[src/intctl_defines.vh]
`ifndef INTCTL_DEFINES_VH
`define INTCTL_DEFINES_VH
`define NSRC            11
`define SRC_PWD         0
`define SRC_SEL         1
`define SRC_LVL1        2
`define SRC_LVL0        3
`define SRC_SP0T        4
`define SRC_SP0R        5
`define SRC_EDGE        6
`define SRC_BYTE_MEMORY_DMA        7
`define SRC_SP1T        8
`define SRC_SP1R        9
`define SRC_TMR         10
`define VEC_RESET       14'h0000
`define VEC_PWD         14'h002C
`define VEC_BASE        14'h0004
`define VEC_STEP        14'h0004
`define ADDR_MASK       8'h00
`define ADDR_CTRL       8'h04
`define ADDR_FC         8'h08
`define ADDR_CMD        8'h0C
`define ADDR_STAT       8'h10
`define ADDR_PEND       8'h14
`define CTRL_SEL_EDGE   0
`define CTRL_ALT0_EDGE  1
`define CTRL_ALT1_EDGE  2
`define CTRL_NEST       4
`define CTRL_ALTSRC     5
`define CTRL_XTAL_OFF   6
`define CTRL_POWERUP_CONTEXT_RESET_BIT       7
`define CMD_ENA         0
`define CMD_DIS         1
`define CMD_IDLE        2
`define CMD_PDOWN       3
`define CMD_RTI         4
`define CMD_PWDFORCE    5
`define CMD_DIV_LSB     8
`define FAST_WAKE_CYC   200
`define XTAL_WAKE_CYC   4096
`define STACK_DEPTH     12
`endif

[src/interrupt_and_low_power_control.v]
`timescale 1ns/100ps
`include "intctl_defines.vh"
module interrupt_and_low_power_control
#(
  parameter FAST_WAKE = `FAST_WAKE_CYC,
  parameter XTAL_WAKE = `XTAL_WAKE_CYC
)
(
  input  wire        SYS_CLK,            // Processor cycle clock
  input  wire        SYS_RST,            // Asynchronous reset, active high
  input  wire        PSEL,               // APB select
  input  wire        PENABLE,            // APB access phase
  input  wire        PWRITE,             // APB direction
  input  wire [7:0]  PADDR,              // APB byte address
  input  wire [31:0] PWDATA,             // APB write data
  output reg  [31:0] PRDATA,             // APB read data
  output wire        PREADY,             // APB ready
  output wire        PSLVERR,            // APB error on unmapped address
  input  wire        SELECTABLE_SENSE_REQUEST_N, // Pin, active low
  input  wire        LEVEL_REQUEST_ONE_N,  // Pin, active low
  input  wire        LEVEL_REQUEST_ZERO_N, // Pin, active low
  input  wire        EDGE_REQUEST_N,       // Pin, active low
  input  wire [3:0]  SHARED_FLAG_OUT_N,    // Programmed flag outputs on shared pins
  input  wire        ALT_SERIAL_REQUEST_ZERO_N, // Pin, active low
  input  wire        ALT_SERIAL_REQUEST_ONE_N,  // Pin, active low
  input  wire        POWERDOWN_REQUEST_PIN_N,   // Pin, active low
  input  wire        SERIAL_PORT_ZERO_TX,  // Internal pulse
  input  wire        SERIAL_PORT_ZERO_RX,  // Internal pulse
  input  wire        SERIAL_PORT_ONE_TX,   // Internal pulse
  input  wire        SERIAL_PORT_ONE_RX,   // Internal pulse
  input  wire        BYTE_MEMORY_DMA_DONE, // Internal pulse
  input  wire        TIMER_EXPIRED,        // Internal pulse
  input  wire        VECTOR_ACCEPT,        // Sequencer takes vector, pulse
  output reg         VECTOR_VALID,         // Vector request to sequencer
  output reg  [13:0] VECTOR_ADDR,          // Vector word address
  output reg         STATUS_PUSH,          // Status stack push pulse
  output reg         STATUS_POP,           // Status stack pop pulse
  output reg         STACK_OVERFLOW,       // Push with full stack
  output reg         CORE_RUN,             // Instruction execution allowed
  output reg         CONTEXT_CLEAR,        // Clean restart pulse after wake
  output reg         POWERDOWN_ACKNOWLEDGE_PIN, // High while powered down
  output reg         CLOCK_SLOW_TICK       // Divided clock enable for slow idle
);
  localparam ST_RUN  = 4'b0001;
  localparam ST_IDLE = 4'b0010;
  localparam ST_PDN  = 4'b0100;
  localparam ST_WAKE = 4'b1000;

  reg  [8:0]  in_s1, in_s2, in_s3;
  reg  [10:0] interrupt_enable_bits;
  reg  [7:0]  interrupt_sense_nesting_ctrl;
  reg  [10:0] pending;
  reg  [10:0] active;
  reg         global_en;
  reg         mask_holdoff;
  reg  [3:0]  state;
  reg  [12:0] wake_cnt;
  reg  [7:0]  div_n;
  reg  [7:0]  div_cnt;
  reg  [3:0]  sp;
  reg  [10:0] set_ev;
  reg  [10:0] level_req;
  reg  [10:0] eligible;
  reg  [3:0]  win;
  reg         found;
  integer     i;

  wire wr = PSEL & PENABLE & PWRITE;
  wire rd_ok = (PADDR == `ADDR_MASK) | (PADDR == `ADDR_CTRL) | (PADDR == `ADDR_FC) |
               (PADDR == `ADDR_CMD) | (PADDR == `ADDR_STAT) | (PADDR == `ADDR_PEND);
  assign PREADY  = 1'b1;
  assign PSLVERR = PSEL & PENABLE & ~rd_ok;

  // Pins pass two flip-flops; the third stage is for edge detection only.
  wire [8:0] raw = {~POWERDOWN_REQUEST_PIN_N, ~ALT_SERIAL_REQUEST_ONE_N,
                    ~ALT_SERIAL_REQUEST_ZERO_N, ~SHARED_FLAG_OUT_N[0] | ~EDGE_REQUEST_N,
                    ~SHARED_FLAG_OUT_N[1] | ~LEVEL_REQUEST_ZERO_N,
                    ~SHARED_FLAG_OUT_N[2] | ~LEVEL_REQUEST_ONE_N,
                    ~SHARED_FLAG_OUT_N[3] | ~SELECTABLE_SENSE_REQUEST_N, 2'b00};
  always @(posedge SYS_CLK or posedge SYS_RST)
  begin
    if (SYS_RST)
    begin
      in_s1 <= 9'h000;
      in_s2 <= 9'h000;
      in_s3 <= 9'h000;
    end
    else
    begin
      in_s1 <= raw;
      in_s2 <= in_s1;
      in_s3 <= in_s2;
    end
  end
  wire [8:0] rise = in_s2 & ~in_s3;
  wire alt = interrupt_sense_nesting_ctrl[`CTRL_ALTSRC];

  wire sw_pwd = wr & (PADDR == `ADDR_CMD) & PWDATA[`CMD_PWDFORCE];
  always @*
  begin
    set_ev = 11'h000;
    level_req = 11'h000;
    set_ev[`SRC_PWD] = rise[8] | sw_pwd;
    if (interrupt_sense_nesting_ctrl[`CTRL_SEL_EDGE])
      set_ev[`SRC_SEL] = rise[2];
    else
      level_req[`SRC_SEL] = in_s2[2];
    level_req[`SRC_LVL1] = in_s2[3];
    level_req[`SRC_LVL0] = in_s2[4];
    set_ev[`SRC_EDGE] = rise[5];
    set_ev[`SRC_SP0T] = SERIAL_PORT_ZERO_TX;
    set_ev[`SRC_SP0R] = SERIAL_PORT_ZERO_RX;
    set_ev[`SRC_BYTE_MEMORY_DMA] = BYTE_MEMORY_DMA_DONE;
    set_ev[`SRC_TMR]  = TIMER_EXPIRED;
    if (alt)
    begin
      if (interrupt_sense_nesting_ctrl[`CTRL_ALT1_EDGE])
        set_ev[`SRC_SP1T] = rise[7];
      else
        level_req[`SRC_SP1T] = in_s2[7];
      if (interrupt_sense_nesting_ctrl[`CTRL_ALT0_EDGE])
        set_ev[`SRC_SP1R] = rise[6];
      else
        level_req[`SRC_SP1R] = in_s2[6];
    end
    else
    begin
      set_ev[`SRC_SP1T] = SERIAL_PORT_ONE_TX;
      set_ev[`SRC_SP1R] = SERIAL_PORT_ONE_RX;
    end
  end

  wire [10:0] fc_set = (wr & (PADDR == `ADDR_FC)) ? PWDATA[26:16] : 11'h000;
  wire [10:0] fc_clr = (wr & (PADDR == `ADDR_FC)) ? PWDATA[10:0]  : 11'h000;
  wire [10:0] requests = pending | level_req;
  wire [10:0] nmi_bit = 11'h001 << `SRC_PWD;

  // Highest-priority active handler bounds what may preempt when nesting.
  always @*
  begin
    eligible = requests & (interrupt_enable_bits | nmi_bit);
    for (i = 0; i < `NSRC; i = i + 1)
      if (interrupt_sense_nesting_ctrl[`CTRL_NEST] ? active[i] : (active != 11'h000))
        eligible = eligible & ((11'h001 << i) - 11'h001);
    found = 1'b0;
    win = 4'h0;
    for (i = `NSRC - 1; i >= 0; i = i - 1)
      if (eligible[i])
      begin
        found = 1'b1;
        win = i[3:0];
      end
  end

  wire can_take = found & global_en & ~mask_holdoff & ~VECTOR_VALID &
                  (state != ST_PDN) & (state != ST_WAKE);
  wire slow_ok = (div_n == 8'h00) | CLOCK_SLOW_TICK;
  wire [13:0] vec = (win == `SRC_PWD) ? `VEC_PWD :
                    `VEC_BASE + `VEC_STEP * {10'h000, win - 4'h1};
  wire [10:0] taken = (VECTOR_VALID & VECTOR_ACCEPT) ? (11'h001 << win) : 11'h000;
  wire [10:0] win_bit = 11'h001 << win;

  always @(posedge SYS_CLK or posedge SYS_RST)
  begin
    if (SYS_RST)
    begin
      interrupt_enable_bits <= 11'h000;
      interrupt_sense_nesting_ctrl <= 8'h00;
      pending <= 11'h000;
      active <= 11'h000;
      global_en <= 1'b1;
      mask_holdoff <= 1'b0;
      state <= ST_RUN;
      wake_cnt <= 13'h0000;
      div_n <= 8'h00;
      div_cnt <= 8'h00;
      sp <= 4'h0;
      VECTOR_VALID <= 1'b0;
      VECTOR_ADDR <= `VEC_RESET;
      STATUS_PUSH <= 1'b0;
      STATUS_POP <= 1'b0;
      STACK_OVERFLOW <= 1'b0;
      CORE_RUN <= 1'b1;
      CONTEXT_CLEAR <= 1'b0;
      POWERDOWN_ACKNOWLEDGE_PIN <= 1'b0;
      CLOCK_SLOW_TICK <= 1'b0;
    end
    else
    begin
      STATUS_PUSH <= 1'b0;
      STATUS_POP <= 1'b0;
      CONTEXT_CLEAR <= 1'b0;
      mask_holdoff <= wr & (PADDR == `ADDR_MASK);
      if (wr & (PADDR == `ADDR_MASK))
        interrupt_enable_bits <= PWDATA[10:0];
      if (wr & (PADDR == `ADDR_CTRL))
        interrupt_sense_nesting_ctrl <= PWDATA[7:0];
      // Hardware set wins over a clear in the same cycle.
      pending <= ((pending & ~fc_clr & ~taken) | fc_set | set_ev);
      if (div_n != 8'h00 && div_cnt >= div_n - 8'h01)
      begin
        div_cnt <= 8'h00;
        CLOCK_SLOW_TICK <= 1'b1;
      end
      else
      begin
        div_cnt <= div_cnt + 8'h01;
        CLOCK_SLOW_TICK <= 1'b0;
      end
      if (VECTOR_VALID & VECTOR_ACCEPT)
      begin
        VECTOR_VALID <= 1'b0;
        active <= active | taken;
        STATUS_PUSH <= 1'b1;
        if (sp == `STACK_DEPTH)
          STACK_OVERFLOW <= 1'b1;
        else
          sp <= sp + 4'h1;
      end
      else if (can_take & (state != ST_IDLE | slow_ok))
      begin
        VECTOR_VALID <= 1'b1;
        VECTOR_ADDR <= vec;
        if (state == ST_IDLE)
        begin
          state <= ST_RUN;
          div_n <= 8'h00;
          CORE_RUN <= 1'b1;
        end
      end
      if (wr & (PADDR == `ADDR_CMD))
      begin
        if (PWDATA[`CMD_ENA])
          global_en <= 1'b1;
        if (PWDATA[`CMD_DIS])
          global_en <= 1'b0;
        if (PWDATA[`CMD_RTI] && active != 11'h000)
        begin
          for (i = 0; i < `NSRC; i = i + 1)
            if (active[i] && (active & ((11'h001 << i) - 11'h001)) == 11'h000)
              active[i] <= 1'b0;
          STATUS_POP <= 1'b1;
          if (sp != 4'h0)
            sp <= sp - 4'h1;
        end
        if (PWDATA[`CMD_IDLE] && state == ST_RUN)
        begin
          state <= ST_IDLE;
          CORE_RUN <= 1'b0;
          div_n <= PWDATA[15:8];
          div_cnt <= 8'h00;
        end
        if (PWDATA[`CMD_PDOWN] && state == ST_RUN)
        begin
          state <= ST_PDN;
          CORE_RUN <= 1'b0;
          POWERDOWN_ACKNOWLEDGE_PIN <= 1'b1;
        end
      end
      if (state == ST_PDN && (rise[8] | sw_pwd))
      begin
        state <= ST_WAKE;
        wake_cnt <= interrupt_sense_nesting_ctrl[`CTRL_XTAL_OFF] ?
                    XTAL_WAKE[12:0] : FAST_WAKE[12:0];
      end
      if (state == ST_WAKE)
      begin
        if (wake_cnt <= 13'h0001)
        begin
          state <= ST_RUN;
          CORE_RUN <= 1'b1;
          POWERDOWN_ACKNOWLEDGE_PIN <= 1'b0;
          if (interrupt_sense_nesting_ctrl[`CTRL_POWERUP_CONTEXT_RESET_BIT])
          begin
            CONTEXT_CLEAR <= 1'b1;
            active <= 11'h000;
            sp <= 4'h0;
            VECTOR_VALID <= 1'b1;
            VECTOR_ADDR <= `VEC_RESET;
          end
        end
        else
          wake_cnt <= wake_cnt - 13'h0001;
      end
    end
  end

  always @*
  begin
    case (PADDR)
      `ADDR_MASK: PRDATA = {21'h000000, interrupt_enable_bits};
      `ADDR_CTRL: PRDATA = {24'h000000, interrupt_sense_nesting_ctrl};
      `ADDR_STAT: PRDATA = {16'h0000, div_n, sp, state};
      `ADDR_PEND: PRDATA = {5'h00, active, 5'h00, requests};
      default:    PRDATA = 32'h0000_0000;
    endcase
  end
endmodule

[config.mk]
export PLATFORM = sky130hd
export DESIGN_NAME = interrupt_and_low_power_control
export DESIGN_NICKNAME = d
export VERILOG_FILES = /design/src/interrupt_and_low_power_control.v
export VERILOG_INCLUDE_DIRS = /design/src /design/src/src
export SDC_FILE = /design/constraint.sdc
export NUM_CORES = 1
export LEC_CHECK = 0
export ABC_AREA = 0
export ABC_CLOCK_PERIOD_IN_PS = 10650
export BUFFER_PORTS_ARGS = -buffer_cell sky130_fd_sc_hd__buf_2
export CORE_MARGIN = 1
export CORE_UTILIZATION = 60
export DETAILED_ROUTE_END_ITERATION = 10
export PLACE_DENSITY = 0.85
export SLEW_MARGIN = 20
export SYNTH_ARGS = -nofsm -noshare
export SYNTH_HDL_FRONTEND = slang
export SYNTH_SLANG_ARGS = --single-unit
[constraint.sdc]
create_clock -name SYS_CLK -period 10.65 [get_ports SYS_CLK]
set_clock_uncertainty 0.2 [all_clocks]
set_input_delay 1.5975 -clock SYS_CLK [delete_from_list [all_inputs] [get_ports SYS_CLK]]
set_output_delay 1.5975 -clock SYS_CLK [all_outputs]
set_load 0.005 [all_outputs]
==> impl_metrics.ini <==
[status]
outcome = finished clean

[global_routing]
grtUsageMet3_pct = 8.47
grt_pass1_vias = 5553
antenna_found_initial = 0
gr-total-overflow = 0
grt_max_degree = 84
grt.busiest_layer = met2
grt_pass1_wl_mm = 28.8
grtUsageMet1_pct = 46.7
track_usage_pct = 34.4
met2_usage_pct = 54.0

[die]
placementRows = 37
design.core.area_sq_um = 10300
dieArea_sq_um = 11100
ioPinCount = 119
die_y_microns = 105
dieWidth_microns = 105
start_util_pct = 62.1

[pwr]
pwr-share-comb_pct = 4.0
finalPower_w = 0.00111
clockPowerShare_pct = 53.1
power_switching_w = 0.000245
peakVddDrop_mv = 0.118
p_leak_nw = 3.59
p_int_w = 0.000862
seq_power_share_pct = 42.9
swShare_pct = 22.1
power_density_nw_per_um2 = 145

[final_layout]
fillers = 717
drive_gt1_share_pct = 24.2
multi_input_area_sq_um = 3170
antenna-diode-count = 0
register_area_sq_um = 3030
area_delta_synth_final_pct = 19.0
fin_nets = 822

[logic_synthesis]
synth_cell_type_count = 78
syn_inst = 640
synth_top_area_cell = dfrtp_1
ys_seq_area_share_pct = 47.3
yosys.area.top_type_share_pct = 46.0
synthTopCellsByArea = dfrtp_1 (46%), mux2_2 (3.3%), and2_1 (3.3%)
syn_area_sq_um = 6410
syn_avg_cell_area_sq_um = 10.0
synth_edf_count = 0
synth.most_common_cell = dfrtp_1
synth-seq-cells = 121
synth_common_cells = dfrtp_1 (118), nand2_1 (56), nor2_1 (48)
async_flop_share_pct = 100
synth-main-ff-cell = dfrtp_1
yosysWarnings = 0

[min_path]
hold_class = reg2reg
hp-start = in_s1[5]

[cts]
cts.sinks = 121
h-tree-depth = 4
clk_pin_slew_ns = 0.06
postCtsSetupRepairBufs = 0
cts_max_path_buffers = 2
tritoncts = built
cts_resized = 0
root_buffer = clkbuf_8
cts_made_buffers = 17
clk_latency_ns = 0.53
hold_buffers = 0

[critical_path]
arrival_ns = 3.52
worstPathRequired_ns = 8.85
cpMostUsedCell = buf_2
cp_max_fo = 17
cpMaxStageDelayCell = and3_1
startpoint = PADDR[1]
endpoint_kind = output pin
reg2reg_from = active[0]
path_cells = buf_2, nor4_1, and3_1, a22oi_1, nand3_1, buf_2
slowest_delay_ns = 0.81
crit_type = in2out
cp-start-kind = primary input

[sta]
fmax_mhz = 188
slew_headroom_pct = 35.4
slew_violations = 0
rsz0062_at_grt = no
hold_viol_final = 0
fin_tns_setup_ns = 0
setup_viol = 0
worst_pin_slew_ns = 0.955
fin_crit_sh_pct = 49.9
period_minus_slack_ns = 5.32

[detailed_routing]
first_pass_iters = 5
num_vias = 5676
drt-initial-drc-count = 452
wirelength_mm = 18.2
final_antenna_net_count = 0
drc = 0
viasPerCell = 6.36
wl_per_cell_microns = 20.3

[place]
globalplace.congestion = 0.956
hpwl_mm = 12.7
portBuffers = 107

[flow_run]
maxCapViolations = 0
==> flip-flops by register name, summed over array words and instances, names as in the netlist, 4 cells and up <==
register and count:
VECTOR_ADDR 14, active 11, div_cnt 8, div_n 8, in_s1 7, in_s2 7
in_s3 5, interrupt_enable_bits 11, interrupt_sense_nesting_ctrl 8, pending 11, sp 4, state 4
wake_cnt 13
==> layer usage <==
metal | share of wire, % | up-vias
li1 | - | 2563
met1 | 42 | 2810
met2 | 47 | 268
met3 | 8.4 | 35
met4 | 2.7 | 0
met5 | 0 | -
==> layout by cell type (no fill, tap or decap), types with 5 or more instances in the layout <==
| cell | synthesis | routed |
|---|---|---|
| and2_1 | 34 | 34 |
| nand2_1 | 56 | 56 |
| nor4_1 | 6 | 6 |
| inv_1 | 23 | 22 |
| a21oi_1 | 26 | 26 |
| a22oi_1 | 16 | 16 |
| a21boi_0 | 7 | 7 |
| xor2_1 | 9 | 9 |
| mux2_2 | 19 | 19 |
| dfrtp_1 | 118 | 118 |
| buf_2 | 1 | 107 |
| nor2_1 | 48 | 48 |
| a211oi_1 | 9 | 9 |
| conb_1 | 2 | 6 |
| or4_1 | 5 | 5 |
| or3_1 | 7 | 7 |
| a221o_1 | 6 | 6 |
| nand3_1 | 26 | 26 |
| xnor2_1 | 10 | 10 |
| nor3_1 | 14 | 14 |
| ha_1 | 15 | 15 |
| a22o_1 | 9 | 9 |
| o21ai_0 | 26 | 26 |
| and3_1 | 7 | 7 |
| clkbuf_16 | 0 | 16 |
| nand4_1 | 7 | 7 |
==> worst max-delay path, delay by kind of cell <==
| family | cells | cell delay [ns] |
|---|---|---|
| simple gates | 3 | 1.38 |
| buf+inv | 2 | 0.25 |
| compound gates | 1 | 0.29 |
==> cell type report <==
type	instances	share of cell area, %
clock inverter	12	2.30
inverter	25	1.26
multi-input combinational	469	41.5
timing repair buffer	110	7.36
sequential	121	39.7
tap	136	2.23
clock buffer	20	5.58
==> kinds of logic (layout without fill, tap and decap cells) <==
kind of cell | Yosys count | count (layout) | synth area share (%)
other | 2 | 6 | 0.117
xor gates and xnor gates | 19 | 19 | 2.60
buffers and inverters | 54 | 167 | 3.77
muxes | 22 | 22 | 3.80
adders and majority gates | 15 | 15 | 2.93
AOI/OAI and AO/OA | 160 | 160 | 18.6
DFF | 121 | 121 | 47.3
and+or+nand+nor | 247 | 247 | 20.9
==> power by group through the flow <==
stage / logic (W) / registers, W / clock network (W)
after floorplan: 0.0000264 / 0.000479 / 0
after global placement: 0.0000408 / 0.000482 / 0
after detailed placement: 0.0000433 / 0.000483 / 0
after CTS: 0.0000435 / 0.000475 / 0.000591
after global routing: 0.0000486 / 0.000476 / 0.000609
final: 0.0000438 / 0.000475 / 0.000588
==> final timing paths <==
path,to,slack [ns],cells after the start
max,PRDATA[3],5.33,6
min,in_s2[5],0.15,0
max reg2reg,pending[10],6.91,7
min reg2reg,in_s2[5],0.15,0
max in group asynchronous,interrupt_enable_bits[3],8.24,3
min in group asynchronous,VECTOR_ADDR[12],0.91,2
==> metrics by stage <==
stage          area, sq um  setup WS [ns]  hold slack [ns]  util [%]  std cells
4_1_cts               7610           5.36            0.149      73.7        893
3_3_place_gp          7010           5.65            0.133      67.9        861
5_1_grt               7630           5.23            0.156      73.9        893
2_1_floorplan         6430           5.64            0.131         -        644
6_report              7630           5.33            0.147      73.9        893
3_5_place_dp          7010           5.43            0.136      67.9        861
Note: power is estimated with default switching activity, not from simulation.
